File: config.mk
export PLATFORM = sky130hd
export DESIGN_NAME = sgc_object_ctrl
export DESIGN_NICKNAME = d
export VERILOG_FILES = /design/src/sgc_pkg.sv /design/src/sgc_object_ctrl.sv
export SDC_FILE = /design/constraint.sdc
export NUM_CORES = 2
export LEC_CHECK = 0
export BUFFER_PORTS_ARGS = -buffer_cell sky130_fd_sc_hd__clkbuf_2
export CORE_UTILIZATION = 50
export DETAILED_ROUTE_END_ITERATION = 6
export PLACE_DENSITY = 0.67
export SYNTH_ARGS = -nofsm -noshare
export SYNTH_HDL_FRONTEND = slang
export SYNTH_SLANG_ARGS = --single-unit
File: constraint.sdc
create_clock -name i_clk -period 5.2 [get_ports i_clk]
set_input_delay 0.52 -clock i_clk [delete_from_list [all_inputs] [get_ports i_clk]]
set_output_delay 0.52 -clock i_clk [all_outputs]
set_load 0.02 [all_outputs]
File: src/sgc_pkg.sv
package sgc_pkg;

    // ****************************************************************
    // Clock and timebase
    // ****************************************************************
    localparam int unsigned CLK_HZ = 25_000_000;
    localparam int unsigned TICK_MS = 10;
    localparam int unsigned TICK_CYCLES = CLK_HZ / 1000 * TICK_MS;

    // ****************************************************************
    // Timing settings, in ms (_MS) and in ticks of TICK_MS
    // ****************************************************************
    localparam int unsigned PULSE_MIN_MS = 20;
    localparam int unsigned PULSE_MAX_MS = 600_000;
    localparam int unsigned PULSE_MIN_TICKS = (PULSE_MIN_MS + TICK_MS - 1) / TICK_MS;
    localparam int unsigned PULSE_MAX_TICKS = PULSE_MAX_MS / TICK_MS;
    localparam int unsigned RELEASE_MS = 1000;
    localparam int unsigned RELEASE_TICKS = RELEASE_MS / TICK_MS;
    localparam int unsigned TIME_W = 16;
    localparam logic [TIME_W-1:0] PULSE_RST = 16'h0064;
    localparam logic [TIME_W-1:0] READY_RST = 16'h0064;
    localparam logic [TIME_W-1:0] RELEASE_RST = 16'h0064;

    // ****************************************************************
    // Register map
    // ****************************************************************
    localparam int unsigned ADDR_W = 8;
    localparam logic [ADDR_W-1:0] REG_CTRL = 8'h00;
    localparam logic [ADDR_W-1:0] REG_PULSE = 8'h04;
    localparam logic [ADDR_W-1:0] REG_READY = 8'h08;
    localparam logic [ADDR_W-1:0] REG_RELEASE = 8'h0c;
    localparam logic [ADDR_W-1:0] REG_PANEL_CMD = 8'h10;
    localparam logic [ADDR_W-1:0] REG_PROTO_CMD = 8'h14;
    localparam logic [ADDR_W-1:0] REG_STATUS = 8'h18;
    localparam logic [ADDR_W-1:0] REG_FAIL = 8'h1c;
    localparam logic [ADDR_W-1:0] REG_STATE = 8'h20;
    localparam logic [ADDR_W-1:0] REG_READY_EN = 8'h24;

    // REG_CTRL fields
    localparam int unsigned CTRL_LR_SRC = 0;
    localparam int unsigned CTRL_PANEL_REMOTE = 1;
    localparam int unsigned CTRL_VI_NOCHECK = 2;
    localparam int unsigned CTRL_BTN_DIRECT = 3;
    localparam int unsigned CTRL_PASS_OK = 4;
    localparam int unsigned CTRL_BTN_OBJ = 8;
    localparam int unsigned CTRL_BTN_OBJ_W = 3;
    localparam logic [31:0] CTRL_RST = 32'h0000_0000;

    // Command register fields: [7:0] open, [15:8] close
    localparam int unsigned CMD_CLOSE = 8;
    localparam int unsigned CMD_RELEASE = 16;
    localparam int unsigned CMD_SELECT = 17;
    localparam int unsigned CMD_CONFIRM = 18;
    localparam int unsigned CMD_VI = 24;

    // ****************************************************************
    // Object state codes
    // ****************************************************************
    typedef enum logic [1:0] {
        SGC_UNDEF00 = 2'h0,
        SGC_OPEN = 2'h1,
        SGC_CLOSE = 2'h2,
        SGC_UNDEF11 = 2'h3
    } sgc_state_e;

    typedef struct packed {
        logic open_cmd;
        logic close_cmd;
    } sgc_cmd_s;

endpackage

File: src/sgc_object_ctrl.sv
`timescale 1ns/1ns
// What this block does
// - Eight objects, each with its own open and close command output.
// - Per-object failure output asserts when a requested control does not complete.
// - State decoded from open/close feedback: 00, open, close, 11.
// - Command is a pulse ending on state change or maximum length.
// - Timeout ends the command, sets failure, raises undefined-state event.
// - Completion timeout applies only to the ready indication.
// - Without ready feedback assigned, completion timeout is ignored.
// - Open and close control pulse signals emitted for every commanded object.
// - Remote inputs act only in remote state, local only in local.
// - Local state ignores remote inputs; remote state ignores local inputs.
// - Commands trigger on a rising edge of the command input only.
// - Local accepts panel and tool control; remote accepts protocol control.
// - Local/remote chosen by front panel or one digital input.
// - Setting changes accepted from tool and protocol in either mode.
// - Virtual inputs gated by local/remote unless a device option disables it.
// - Close and trip buttons act on configured object only with password.
// - Selective button mode needs select then confirm; direct acts immediately.
// - Function button may release latches with a configurable pulse length.
// - Release signal activates only while a latched output is active.
// - Panel release-all accepted only after a correct password.
// - Latched outputs stay on until the common release clears them all.
module sgc_object_ctrl
    import sgc_pkg::*;
#(
    parameter int unsigned N_OBJ = 8,
    parameter int unsigned TICK_DIV = TICK_CYCLES
) (
    input wire logic i_clk,
    input wire logic i_reset,
    input wire logic [ADDR_W-1:0] i_addr,
    input wire logic [31:0] i_wdata,
    input wire logic i_wr,
    input wire logic i_rd,
    output logic [31:0] o_rdata,
    input wire logic [N_OBJ-1:0] i_open_feedback_input,
    input wire logic [N_OBJ-1:0] i_close_feedback_input,
    input wire logic [N_OBJ-1:0] i_ready_feedback_input,
    input wire logic [N_OBJ-1:0] i_remote_open,
    input wire logic [N_OBJ-1:0] i_remote_close,
    input wire logic [N_OBJ-1:0] i_local_open,
    input wire logic [N_OBJ-1:0] i_local_close,
    input wire logic i_lr_input,
    input wire logic i_close_button,
    input wire logic i_trip_button,
    input wire logic i_function_button_one,
    input wire logic [N_OBJ-1:0] i_latch_set,
    output sgc_cmd_s [N_OBJ-1:0] o_cmd,
    output logic [N_OBJ-1:0] o_fail,
    output logic [N_OBJ-1:0] o_undef_event,
    output logic [N_OBJ-1:0] o_latched,
    output logic o_latch_release,
    output logic o_remote,
    output logic [N_OBJ-1:0] o_vi
);

    // ****************************************************************
    // Input synchronisers and edge detection
    // ****************************************************************
    localparam int unsigned SW = 7 * N_OBJ + 4;
    logic [SW-1:0] raw_in;
    logic [SW-1:0] s1_q, s2_q, s3_q;
    logic [SW-1:0] rise;
    assign raw_in = {i_open_feedback_input, i_close_feedback_input,
        i_ready_feedback_input, i_remote_open, i_remote_close,
        i_local_open, i_local_close, i_lr_input, i_close_button,
        i_trip_button, i_function_button_one};

    always_ff @(posedge i_clk) begin
        if (i_reset) begin
            s1_q <= '0;
            s2_q <= '0;
            s3_q <= '0;
        end else begin
            s1_q <= raw_in;
            s2_q <= s1_q;
            s3_q <= s2_q;
        end
    end
    assign rise = s2_q & ~s3_q;

    logic [N_OBJ-1:0] fb_open, fb_close, fb_ready;
    logic [N_OBJ-1:0] re_ro, re_rc, re_lo, re_lc;
    logic lr_pin, rise_close_btn, rise_trip_btn, rise_fb1;
    assign fb_open = s2_q[SW-1 -: N_OBJ];
    assign fb_close = s2_q[SW-1-N_OBJ -: N_OBJ];
    assign fb_ready = s2_q[SW-1-2*N_OBJ -: N_OBJ];
    assign re_ro = rise[SW-1-3*N_OBJ -: N_OBJ];
    assign re_rc = rise[SW-1-4*N_OBJ -: N_OBJ];
    assign re_lo = rise[SW-1-5*N_OBJ -: N_OBJ];
    assign re_lc = rise[SW-1-6*N_OBJ -: N_OBJ];
    assign lr_pin = s2_q[3];
    assign rise_close_btn = rise[2];
    assign rise_trip_btn = rise[1];
    assign rise_fb1 = rise[0];

    // ****************************************************************
    // Timebase
    // ****************************************************************
    logic [23:0] div_q;
    logic tick;
    always_ff @(posedge i_clk) begin
        if (i_reset || tick) begin
            div_q <= '0;
        end else begin
            div_q <= div_q + 24'h000001;
        end
    end
    assign tick = (div_q == 24'(TICK_DIV - 1));

    // ****************************************************************
    // Register bus
    // ****************************************************************
    logic [31:0] ctrl_q;
    logic [TIME_W-1:0] pulse_len_q, ready_to_q, release_len_q;
    logic [N_OBJ-1:0] ready_en_q;
    logic [31:0] panel_cmd, proto_cmd;
    logic remote_mode;
    logic [N_OBJ-1:0] vi_q;

    // Setting registers take writes regardless of mode
    always_ff @(posedge i_clk) begin
        if (i_reset) begin
            ctrl_q <= CTRL_RST;
            pulse_len_q <= PULSE_RST;
            ready_to_q <= READY_RST;
            release_len_q <= RELEASE_RST;
            ready_en_q <= '0;
        end else if (i_wr) begin
            if (i_addr == REG_CTRL) begin
                ctrl_q <= i_wdata;
            end else if (i_addr == REG_PULSE) begin
                pulse_len_q <= i_wdata[TIME_W-1:0];
            end else if (i_addr == REG_READY) begin
                ready_to_q <= i_wdata[TIME_W-1:0];
            end else if (i_addr == REG_RELEASE) begin
                release_len_q <= i_wdata[TIME_W-1:0];
            end else if (i_addr == REG_READY_EN) begin
                ready_en_q <= i_wdata[N_OBJ-1:0];
            end
        end
    end

    assign panel_cmd = (i_wr && i_addr == REG_PANEL_CMD) ? i_wdata : '0;
    assign proto_cmd = (i_wr && i_addr == REG_PROTO_CMD) ? i_wdata : '0;
    assign remote_mode = ctrl_q[CTRL_LR_SRC] ? lr_pin
                                             : ctrl_q[CTRL_PANEL_REMOTE];

    // ****************************************************************
    // Command sources
    // ****************************************************************
    logic [N_OBJ-1:0] sel_q;
    logic [N_OBJ-1:0] btn_obj;
    logic pass_ok, btn_fire, btn_open_sel, btn_open_q;
    logic [N_OBJ-1:0] req_open, req_close, busy;
    logic [N_OBJ-1:0] src_open, src_close;

    assign pass_ok = ctrl_q[CTRL_PASS_OK];
    assign btn_obj = N_OBJ'(1) << ctrl_q[CTRL_BTN_OBJ +: CTRL_BTN_OBJ_W];

    // Selective mode: a button press only arms; confirm from the panel fires
    always_ff @(posedge i_clk) begin
        if (i_reset) begin
            btn_open_q <= 1'b0;
            sel_q <= '0;
        end else if (pass_ok && !ctrl_q[CTRL_BTN_DIRECT] &&
                     (rise_close_btn || rise_trip_btn)) begin
            btn_open_q <= rise_trip_btn;
            sel_q <= btn_obj;
        end else if (panel_cmd[CMD_CONFIRM] || btn_fire) begin
            sel_q <= '0;
        end
    end

    assign btn_fire = pass_ok && !remote_mode &&
        (ctrl_q[CTRL_BTN_DIRECT] ? (rise_close_btn || rise_trip_btn)
                                 : (panel_cmd[CMD_CONFIRM] && |sel_q));
    assign btn_open_sel = ctrl_q[CTRL_BTN_DIRECT] ? rise_trip_btn
                                                  : btn_open_q;

    assign src_open = (remote_mode ? (re_ro | proto_cmd[N_OBJ-1:0])
                                   : (re_lo | panel_cmd[N_OBJ-1:0]))
        | ((btn_fire && btn_open_sel) ? btn_obj : '0);
    assign src_close = (remote_mode
            ? (re_rc | proto_cmd[CMD_CLOSE +: N_OBJ])
            : (re_lc | panel_cmd[CMD_CLOSE +: N_OBJ]))
        | ((btn_fire && !btn_open_sel) ? btn_obj : '0);
    assign req_open = src_open & ~busy;
    assign req_close = src_close & ~busy & ~src_open;

    // Virtual inputs follow the same gate unless the check is disabled
    always_ff @(posedge i_clk) begin
        if (i_reset) begin
            vi_q <= '0;
        end else if (panel_cmd[CMD_VI +: N_OBJ] != '0 &&
                     (!remote_mode || ctrl_q[CTRL_VI_NOCHECK])) begin
            vi_q <= vi_q ^ panel_cmd[CMD_VI +: N_OBJ];
        end else if (proto_cmd[CMD_VI +: N_OBJ] != '0 &&
                     (remote_mode || ctrl_q[CTRL_VI_NOCHECK])) begin
            vi_q <= vi_q ^ proto_cmd[CMD_VI +: N_OBJ];
        end
    end

    // ****************************************************************
    // Per-object pulse engine
    // ****************************************************************
    function automatic sgc_state_e decode(input logic op, input logic cl);
        return sgc_state_e'({cl, op});
    endfunction

    sgc_state_e st_q [N_OBJ];
    sgc_state_e st_now [N_OBJ];
    logic [TIME_W-1:0] pcnt_q [N_OBJ];
    logic [TIME_W-1:0] rcnt_q [N_OBJ];
    logic [N_OBJ-1:0] wait_rdy_q;

    for (genvar g = 0; g < N_OBJ; g++) begin : g_obj
        assign st_now[g] = decode(fb_open[g], fb_close[g]);
        assign busy[g] = o_cmd[g].open_cmd | o_cmd[g].close_cmd;

        always_ff @(posedge i_clk) begin
            if (i_reset) begin
                st_q[g] <= SGC_UNDEF00;
            end else begin
                st_q[g] <= st_now[g];
            end
        end

        always_ff @(posedge i_clk) begin
            if (i_reset) begin
                o_cmd[g] <= '0;
                pcnt_q[g] <= '0;
                o_fail[g] <= 1'b0;
                o_undef_event[g] <= 1'b0;
            end else begin
                o_undef_event[g] <= 1'b0;
                if (req_open[g] || req_close[g]) begin
                    o_cmd[g].open_cmd <= req_open[g];
                    o_cmd[g].close_cmd <= req_close[g];
                    pcnt_q[g] <= '0;
                    // A ready timeout on this same edge still reports
                    o_fail[g] <= wait_rdy_q[g] && tick &&
                        (rcnt_q[g] + 16'h0001 >= ready_to_q);
                end else if (busy[g] && st_now[g] != st_q[g]) begin
                    o_cmd[g] <= '0;
                end else if (busy[g] && tick) begin
                    if (pcnt_q[g] + 16'h0001 >= pulse_len_q) begin
                        o_cmd[g] <= '0;
                        o_fail[g] <= 1'b1;
                        o_undef_event[g] <= 1'b1;
                    end else begin
                        pcnt_q[g] <= pcnt_q[g] + 16'h0001;
                    end
                end else if (wait_rdy_q[g] && tick &&
                             rcnt_q[g] + 16'h0001 >= ready_to_q) begin
                    o_fail[g] <= 1'b1;
                end
            end
        end

        // Ready wait: only armed when a ready input is assigned
        always_ff @(posedge i_clk) begin
            if (i_reset) begin
                wait_rdy_q[g] <= 1'b0;
                rcnt_q[g] <= '0;
            end else if ((req_open[g] || req_close[g]) && ready_en_q[g]) begin
                wait_rdy_q[g] <= 1'b1;
                rcnt_q[g] <= '0;
            end else if (!ready_en_q[g] || fb_ready[g]) begin
                wait_rdy_q[g] <= 1'b0;
            end else if (wait_rdy_q[g] && tick) begin
                if (rcnt_q[g] + 16'h0001 >= ready_to_q) begin
                    wait_rdy_q[g] <= 1'b0;
                end
                rcnt_q[g] <= rcnt_q[g] + 16'h0001;
            end
        end
    end

    // ****************************************************************
    // Latches and release
    // ****************************************************************
    logic release_req;
    logic [TIME_W-1:0] rel_cnt_q;
    assign release_req = (rise_fb1 ||
        (panel_cmd[CMD_RELEASE] && pass_ok) || proto_cmd[CMD_RELEASE]);

    always_ff @(posedge i_clk) begin
        if (i_reset) begin
            o_latch_release <= 1'b0;
            rel_cnt_q <= '0;
        end else if (release_req && |o_latched) begin
            o_latch_release <= 1'b1;
            rel_cnt_q <= '0;
        end else if (o_latch_release && tick) begin
            if (rel_cnt_q + 16'h0001 >= release_len_q) begin
                o_latch_release <= 1'b0;
            end
            rel_cnt_q <= rel_cnt_q + 16'h0001;
        end
    end

    // Set wins over the release so a fresh event is never lost
    always_ff @(posedge i_clk) begin
        if (i_reset) begin
            o_latched <= '0;
        end else begin
            o_latched <= (o_latched & ~{N_OBJ{o_latch_release}})
                | i_latch_set;
        end
    end

    always_ff @(posedge i_clk) begin
        if (i_reset) begin
            o_remote <= 1'b0;
            o_vi <= '0;
        end else begin
            o_remote <= remote_mode;
            o_vi <= vi_q;
        end
    end

    // ****************************************************************
    // Read path
    // ****************************************************************
    logic [2*N_OBJ-1:0] st_flat;
    always_comb begin
        st_flat = '0;
        for (int k = 0; k < N_OBJ; k++) begin
            st_flat[2*k +: 2] = st_q[k];
        end
    end

    always_ff @(posedge i_clk) begin
        if (i_reset) begin
            o_rdata <= '0;
        end else if (i_rd) begin
            if (i_addr == REG_CTRL) begin
                o_rdata <= ctrl_q;
            end else if (i_addr == REG_PULSE) begin
                o_rdata <= 32'(pulse_len_q);
            end else if (i_addr == REG_READY) begin
                o_rdata <= 32'(ready_to_q);
            end else if (i_addr == REG_RELEASE) begin
                o_rdata <= 32'(release_len_q);
            end else if (i_addr == REG_STATUS) begin
                o_rdata <= {16'h0000, o_latched, busy};
            end else if (i_addr == REG_FAIL) begin
                o_rdata <= 32'(o_fail);
            end else if (i_addr == REG_STATE) begin
                o_rdata <= 32'(st_flat);
            end else if (i_addr == REG_READY_EN) begin
                o_rdata <= 32'(ready_en_q);
            end else begin
                o_rdata <= '0;
            end
        end else begin
            o_rdata <= '0;
        end
    end

    // ****************************************************************
    // Checks
    // ****************************************************************
    release_gate_a: assert property (@(posedge i_clk)
        disable iff (i_reset)
        $rose(o_latch_release) |-> $past(|o_latched))
        else $error("release without latched output");
    for (genvar a = 0; a < N_OBJ; a++) begin : g_chk
        timeout_fail_a: assert property (@(posedge i_clk)
            disable iff (i_reset)
            o_undef_event[a] |-> o_fail[a] && !busy[a])
            else $error("event without failure");
        one_dir_a: assert property (@(posedge i_clk)
            disable iff (i_reset)
            !(o_cmd[a].open_cmd && o_cmd[a].close_cmd))
            else $error("open and close at once");
        busy_hold_a: assert property (@(posedge i_clk)
            disable iff (i_reset)
            (busy[a] && (src_open[a] || src_close[a]))
            |=> ($stable(o_cmd[a]) || !busy[a]))
            else $error("request taken while busy");
        stop_change_a: assert property (@(posedge i_clk)
            disable iff (i_reset)
            (busy[a] && st_now[a] != st_q[a] && !req_open[a] && !req_close[a])
            |=> !busy[a])
            else $error("pulse did not stop on state change");
        latch_hold_a: assert property (@(posedge i_clk)
            disable iff (i_reset)
            (o_latched[a] && !o_latch_release) |=> o_latched[a])
            else $error("latch dropped without release");
        local_ignore_a: assert property (@(posedge i_clk)
            disable iff (i_reset)
            (!remote_mode && !re_lo[a] && !panel_cmd[a] && !btn_fire)
            |-> !src_open[a])
            else $error("remote open acted in local state");
        edge_only_a: assert property (@(posedge i_clk)
            disable iff (i_reset)
            (s2_q[SW-4*N_OBJ+a] && s3_q[SW-4*N_OBJ+a]) |-> !re_ro[a])
            else $error("level triggered command");
    end

endmodule // sgc_object_ctrl

== Word level (Yosys, flattened, before mapping) ==
Memory sizes are Yosys's and may differ from the RTL's.
Index checks and enable logic that the tools add are counted.

* Register bits after elaboration: 391
* Bits in latches: 0
* Bits in writable memories: 272
* ROM bits: 0
* Bits of input ports: 112
* Word-level logic and storage cells: 702
* Memories: 3

* $add $sub $neg: 18
* Multipliers: 0
* Div/mod/pow operators: 0
* Magnitude comparators: 17
* Equal/unequal tests: 34
* Shift operators: 1
* Multiplexer cells: 315
* Bitwise gates (word level): 79
* Reductions and logical operators: 177

{| class="wikitable"
|+ Memory list
! memory !! depth !! bits a word !! rd ports !! clocked after Yosys merged registers in !! wr ports !! line !! text
|-
| pcnt_q || 8 || 16 || 8 || 0 || 8 || sgc_object_ctrl.sv:214 || <nowiki>logic [TIME_W-1:0] pcnt_q [N_OBJ];</nowiki>
|-
| rcnt_q || 8 || 16 || 8 || 0 || 8 || sgc_object_ctrl.sv:215 || <nowiki>logic [TIME_W-1:0] rcnt_q [N_OBJ];</nowiki>
|-
| st_q || 8 || 2 || 8 || 0 || 8 || sgc_object_ctrl.sv:212 || <nowiki>sgc_state_e st_q [N_OBJ];</nowiki>
|}

{| class="wikitable"
|+ Operators by type and width
! cell !! count
|-
| 2-to-1 mux 16 bit || 38
|-
| adder 16 x 1 -> 16 bit, second input constant || 17
|-
| greater-or-equal comparator 16 bit || 17
|-
| 2-to-1 mux 1 bit || 225
|-
| nonzero test 3 bit || 40
|-
| 2-to-1 mux 32 bit || 3
|-
| 2-to-1 mux 2 bit || 40
|-
| 2-to-1 mux 8 bit || 9
|-
| OR 8 bit || 7
|-
| logical AND 1 bit || 54
|-
| OR 1 bit || 48
|-
| AND 36 bit || 1
|-
| inverter 36 bit || 1
|-
| AND reduction 2 bit || 18
|-
| AND 8 bit || 4
|-
| equality test 8 x 5 -> 1 bit, second input constant || 4
|-
| OR reduction 4 bit || 8
|-
| AND reduction 3 bit || 9
|-
| adder 24 x 1 -> 24 bit, second input constant || 1
|-
| equality test 24 x 18 -> 1 bit, second input constant || 1
|-
| inequality test 3 x 2 -> 1 bit, second input constant || 8
|-
| inverter 8 bit || 3
|-
| logical OR 1 bit || 23
|-
| equality test 8 x 4 -> 1 bit, second input constant || 2
|-
| 16 further kinds || 60
|}

== Logic depth before layout (Yosys ltp) ==
* Depth in word-level cells: 18
* Gate-level depth with buffers: 15
* Depth with buffers taken out: 15

== Least setup slack after synthesis ==
OpenSTA, ideal clock, no wires.

* Path kind: reg2reg
* From: mem pcnt_q[6][2], in the netlist pcnt_q[1][34]
* To: mem pcnt_q[6][0], in the netlist pcnt_q[1][32] (enable)
* Library setup time: 411 ps
* Arrival time: 3292 ps
* Data required time: 4789 ps
* Slack: 1497 ps
* Stages on the path, launching flop included: 12
* Path buffers: 0
* Clock period less this slack: 3703 ps
* Cells stage by stage: edfxtp_1 > and3_1 > and3_1 > nand3_1 > nor2_1 > xor2_1 > ha_1 > a21oi_1 > o21ai_0 > a221oi_1 > nand2b_1 > o21ai_0

{| class="wikitable"
|+ RTL lines
! what !! line
|-
| start, declared || sgc_object_ctrl.sv:214
|}

==> qor.yml <==
synth:
  syn_nets: 3931
  syn_area_per_cell_sq_um: 9.79
  synth_ff_type: "dfxtp_1"
  netlist_area_sq_um: 34500
  synth_top_cell_area_share_pct: 23.5
  synth.most_common_cell: "nor2b_1"
  synth-edff-count: 256
  ys_async_sr_fraction_pct: 0
  yosys.area.top_type: "dfxtp_1"
  post_synth_num_cell_types: 71
  ys_ff_latch: 662
  synth_cells: 3529
  synth-warning-count: 0
  synth.area.top_cells: "dfxtp_1 24%, edfxtp_1 22%, ha_1 11%"
  ys_seq_area_share_pct: 45.8
  ys_top_cells_by_count: "407 x nor2b_1, 406 x dfxtp_1, 330 x nand2_1"
floorplan:
  fp.dieW_um: 265
  die_h_um: 265
  io_pins: 194
  fp.dieArea_sq_um: 70100
  start_util_pct: 50.5
  rows: 96
  core_sq_um: 68500
setup_path:
  required_ns: 5.45
  r2r-start: "pcnt_q[1][48]"
  critPathArrivalTime_ns: 4.25
  cp_cell_sequence: "ha_1 > nand3_1 > nor2_1 > and3_1 > and2_1 > nand2_1 > xnor2_1 > ha_1 > a21oi_1 > nand2_1 > a221o_1 > a221oi_1 > a311o_1"
  worst-setup-path-type: "reg2reg"
  cpPeakStageDelay_ns: 0.78
  worstPathMaxFanout: 16
  cp-start-kind: "flip-flop"
  cp-startpoint: "pcnt_q[1][48]"
  crit_slowest_cell: "a311o_1"
  end_kind: "flip-flop"
sta:
  setup_tns_ns: 0
  finalMaxSlewViolations: 0
  tightest_slew_ns: 1.06
  setup-violations-final: 0
  fin_crit_ns: 4.01
  fmax_ghz: 0.250
  fin_skew_ns: 0.0386
  setup_ws_ns: 1.19
  finalCritPeriodShare_pct: 77.0
  final_hold_viol_count: 0
  rsz0062_at_grt: "no"
  slew_headroom_pct: 28.7
power:
  p_total_mw: 12.0
  p_leak_nw: 15.7
  irDropWorstVdd_uv: 305
  powerDensity_nw_per_um2: 308
placed_design:
  placed_cells: 4527
  gp_congestion: 0.924
  place_ws_ns: 1.25
  port_buffers: 193
  hpwlAfterDp_mm: 66.3
clock_tree:
  cts_buffers: 75
  ctsHoldBuffers: 0
  clockBufferDepth: 3
  htree_levels: 3
  clock_sinks: 662
  postCtsSetupBuffers: 0
  post_cts_resized: 0
  path_clk_slew_ns: 0.06
  clkLatencyLatePin_ns: 0.65
  cts-root-buf: "clkbuf_16"
  cts_tree: "done"
route:
  vias_per_cell: 5.65
  drc: 2
  wirelength_mm: 93.2
  drt-initial-drc-count: 2107
  vias: 26400
  dr.pass1.iters: 7
  wl_per_cell_um: 20.0
  ant_nets: 0
global_route:
  grtUsageTotal_pct: 26.3
  overflow: 0
  grt_max_degree: 99
  grt_pass1_wl_mm: 143
  grt_pass1_vias: 25000
  antenna_found_initial: 7
hold_path:
  holdCritPathClass: "in2reg"
  hold_start: "i_local_close[7]"
job:
  max-cap-violations: 0
cells_and_area:
  drive_above_1_share_pct: 10.4
  syn_to_final_growth_pct: 13.0
  layoutNonFillerInstCount: 4668
  final_nets: 4124
outcome:
  violations: "DRC"
  status: "complete, but fails checks"
[stage by stage]
| step | area [sq um] | utilization [%] | hold slack [ns] |
|---|---|---|---|
| after floorplan | 34500 | - | 0.414 |
| after global placement | 36500 | 53.3 | 0.417 |
| after detailed placement | 36500 | 53.3 | 0.421 |
| after CTS | 39000 | 57.0 | 0.0596 |
| after global routing | 39000 | 57.0 | 0.0763 |
| final | 39000 | 57.0 | 0.0772 |
[worst max-delay path, delay by kind of cell, from the launching register on]
kind | cells | cell delay [ns]
AO/OA/AOI/OAI | 4 | 1.63
XOR/XNOR | 1 | 0.19
adder cells (fa/ha/maj) | 2 | 0.50
flip-flops | 1 | 0.42
AND/OR/NAND/NOR | 6 | 0.85
[final cells by class]
| class | count | area (sq um) |
|---|---|---|
| Timing Repair Buffer | 233 | 1280 |
| Multi-Input combinational cell | 2648 | 17900 |
| Inverter | 102 | 383 |
| Clock inverter | 37 | 409 |
| Tap cell | 882 | 1100 |
| Sequential cell | 662 | 15800 |
| Antenna cell | 3 | 7.51 |
| Fill cell | 6043 | 29400 |
| Clock buffer | 101 | 2160 |
[placed cells by master, fill, tap and decap left out, types with 12 or more instances in the layout]
cell,netlist,final
or3_1,22,22
or2_2,12,12
nand4_1,64,64
xor2_1,125,125
nor3_1,47,46
a211oi_1,22,22
xnor2_1,166,166
o21a_1,22,22
a21o_1,30,30
edfxtp_1,256,256
clkbuf_2,0,192
ha_1,290,290
nor2b_1,407,407
inv_1,100,100
buf_4,0,40
a221oi_1,28,28
mux2i_1,18,18
clkbuf_8,0,12
and2_1,27,27
o2111ai_1,13,13
o211ai_1,21,21
nand2_1,330,330
and3_1,65,65
clkinv_2,0,14
nor4_1,29,28
o21ai_0,98,90
nand3_1,153,153
nand2b_1,22,22
a211o_1,27,27
nor2_1,255,254
a21oi_1,190,190
dfxtp_1,406,406
clkbuf_16,0,78
nor3b_1,42,42
[metal layers]
layer	part of all wire, %	wire, um	global-route usage (%)
met1	46	42700	36.9
met2	42	39600	39.5
met3	8.2	7680	5.82
met4	3.4	3160	10.1
met5	0.039	36	0
[flip-flops by register name, summed over array words and instances (netlist names), 24 cells and up]
signal / cells
s2_q: 60
rcnt_q: 128
s1_q: 60
div_q: 24
pcnt_q: 128
o_rdata: 32
s3_q: 35
ctrl_q: 32
[logic make-up (layout without fill, tap and decap cells)]
kind of cell	Yosys count	count (layout)	share of synthesized area, %
DFF	662	662	45.8
muxes	22	22	0.685
adders and majority gates	290	290	10.5
other	0	3	0
and+or+nand+nor	1516	1516	23.2
xor gates and xnor gates	292	292	7.42
buffers and inverters	219	473	2.51
AOI/OAI and AO/OA	528	528	9.87
[final timing paths]
kind / cells past startpoint / to / slack [ns]
worst min-delay path: 2 / s1_q[11] / 0.08
worst max register to register: 13 / pcnt_q[1][49] / 1.19
worst min register to register: 1 / s2_q[32] / 0.43
worst max-delay path: 13 / pcnt_q[1][49] / 1.19
[where the power goes]
group	switching (mW)	total, mW	internal (mW)	leakage [nW]
Sequential	0.140	5.70	5.56	5.96
Combinational	0.532	0.894	0.362	8.44
Clock	2.27	5.43	3.16	1.26
Total	2.94	12.0	9.08	15.7
Power figures use the tool's default switching activity.
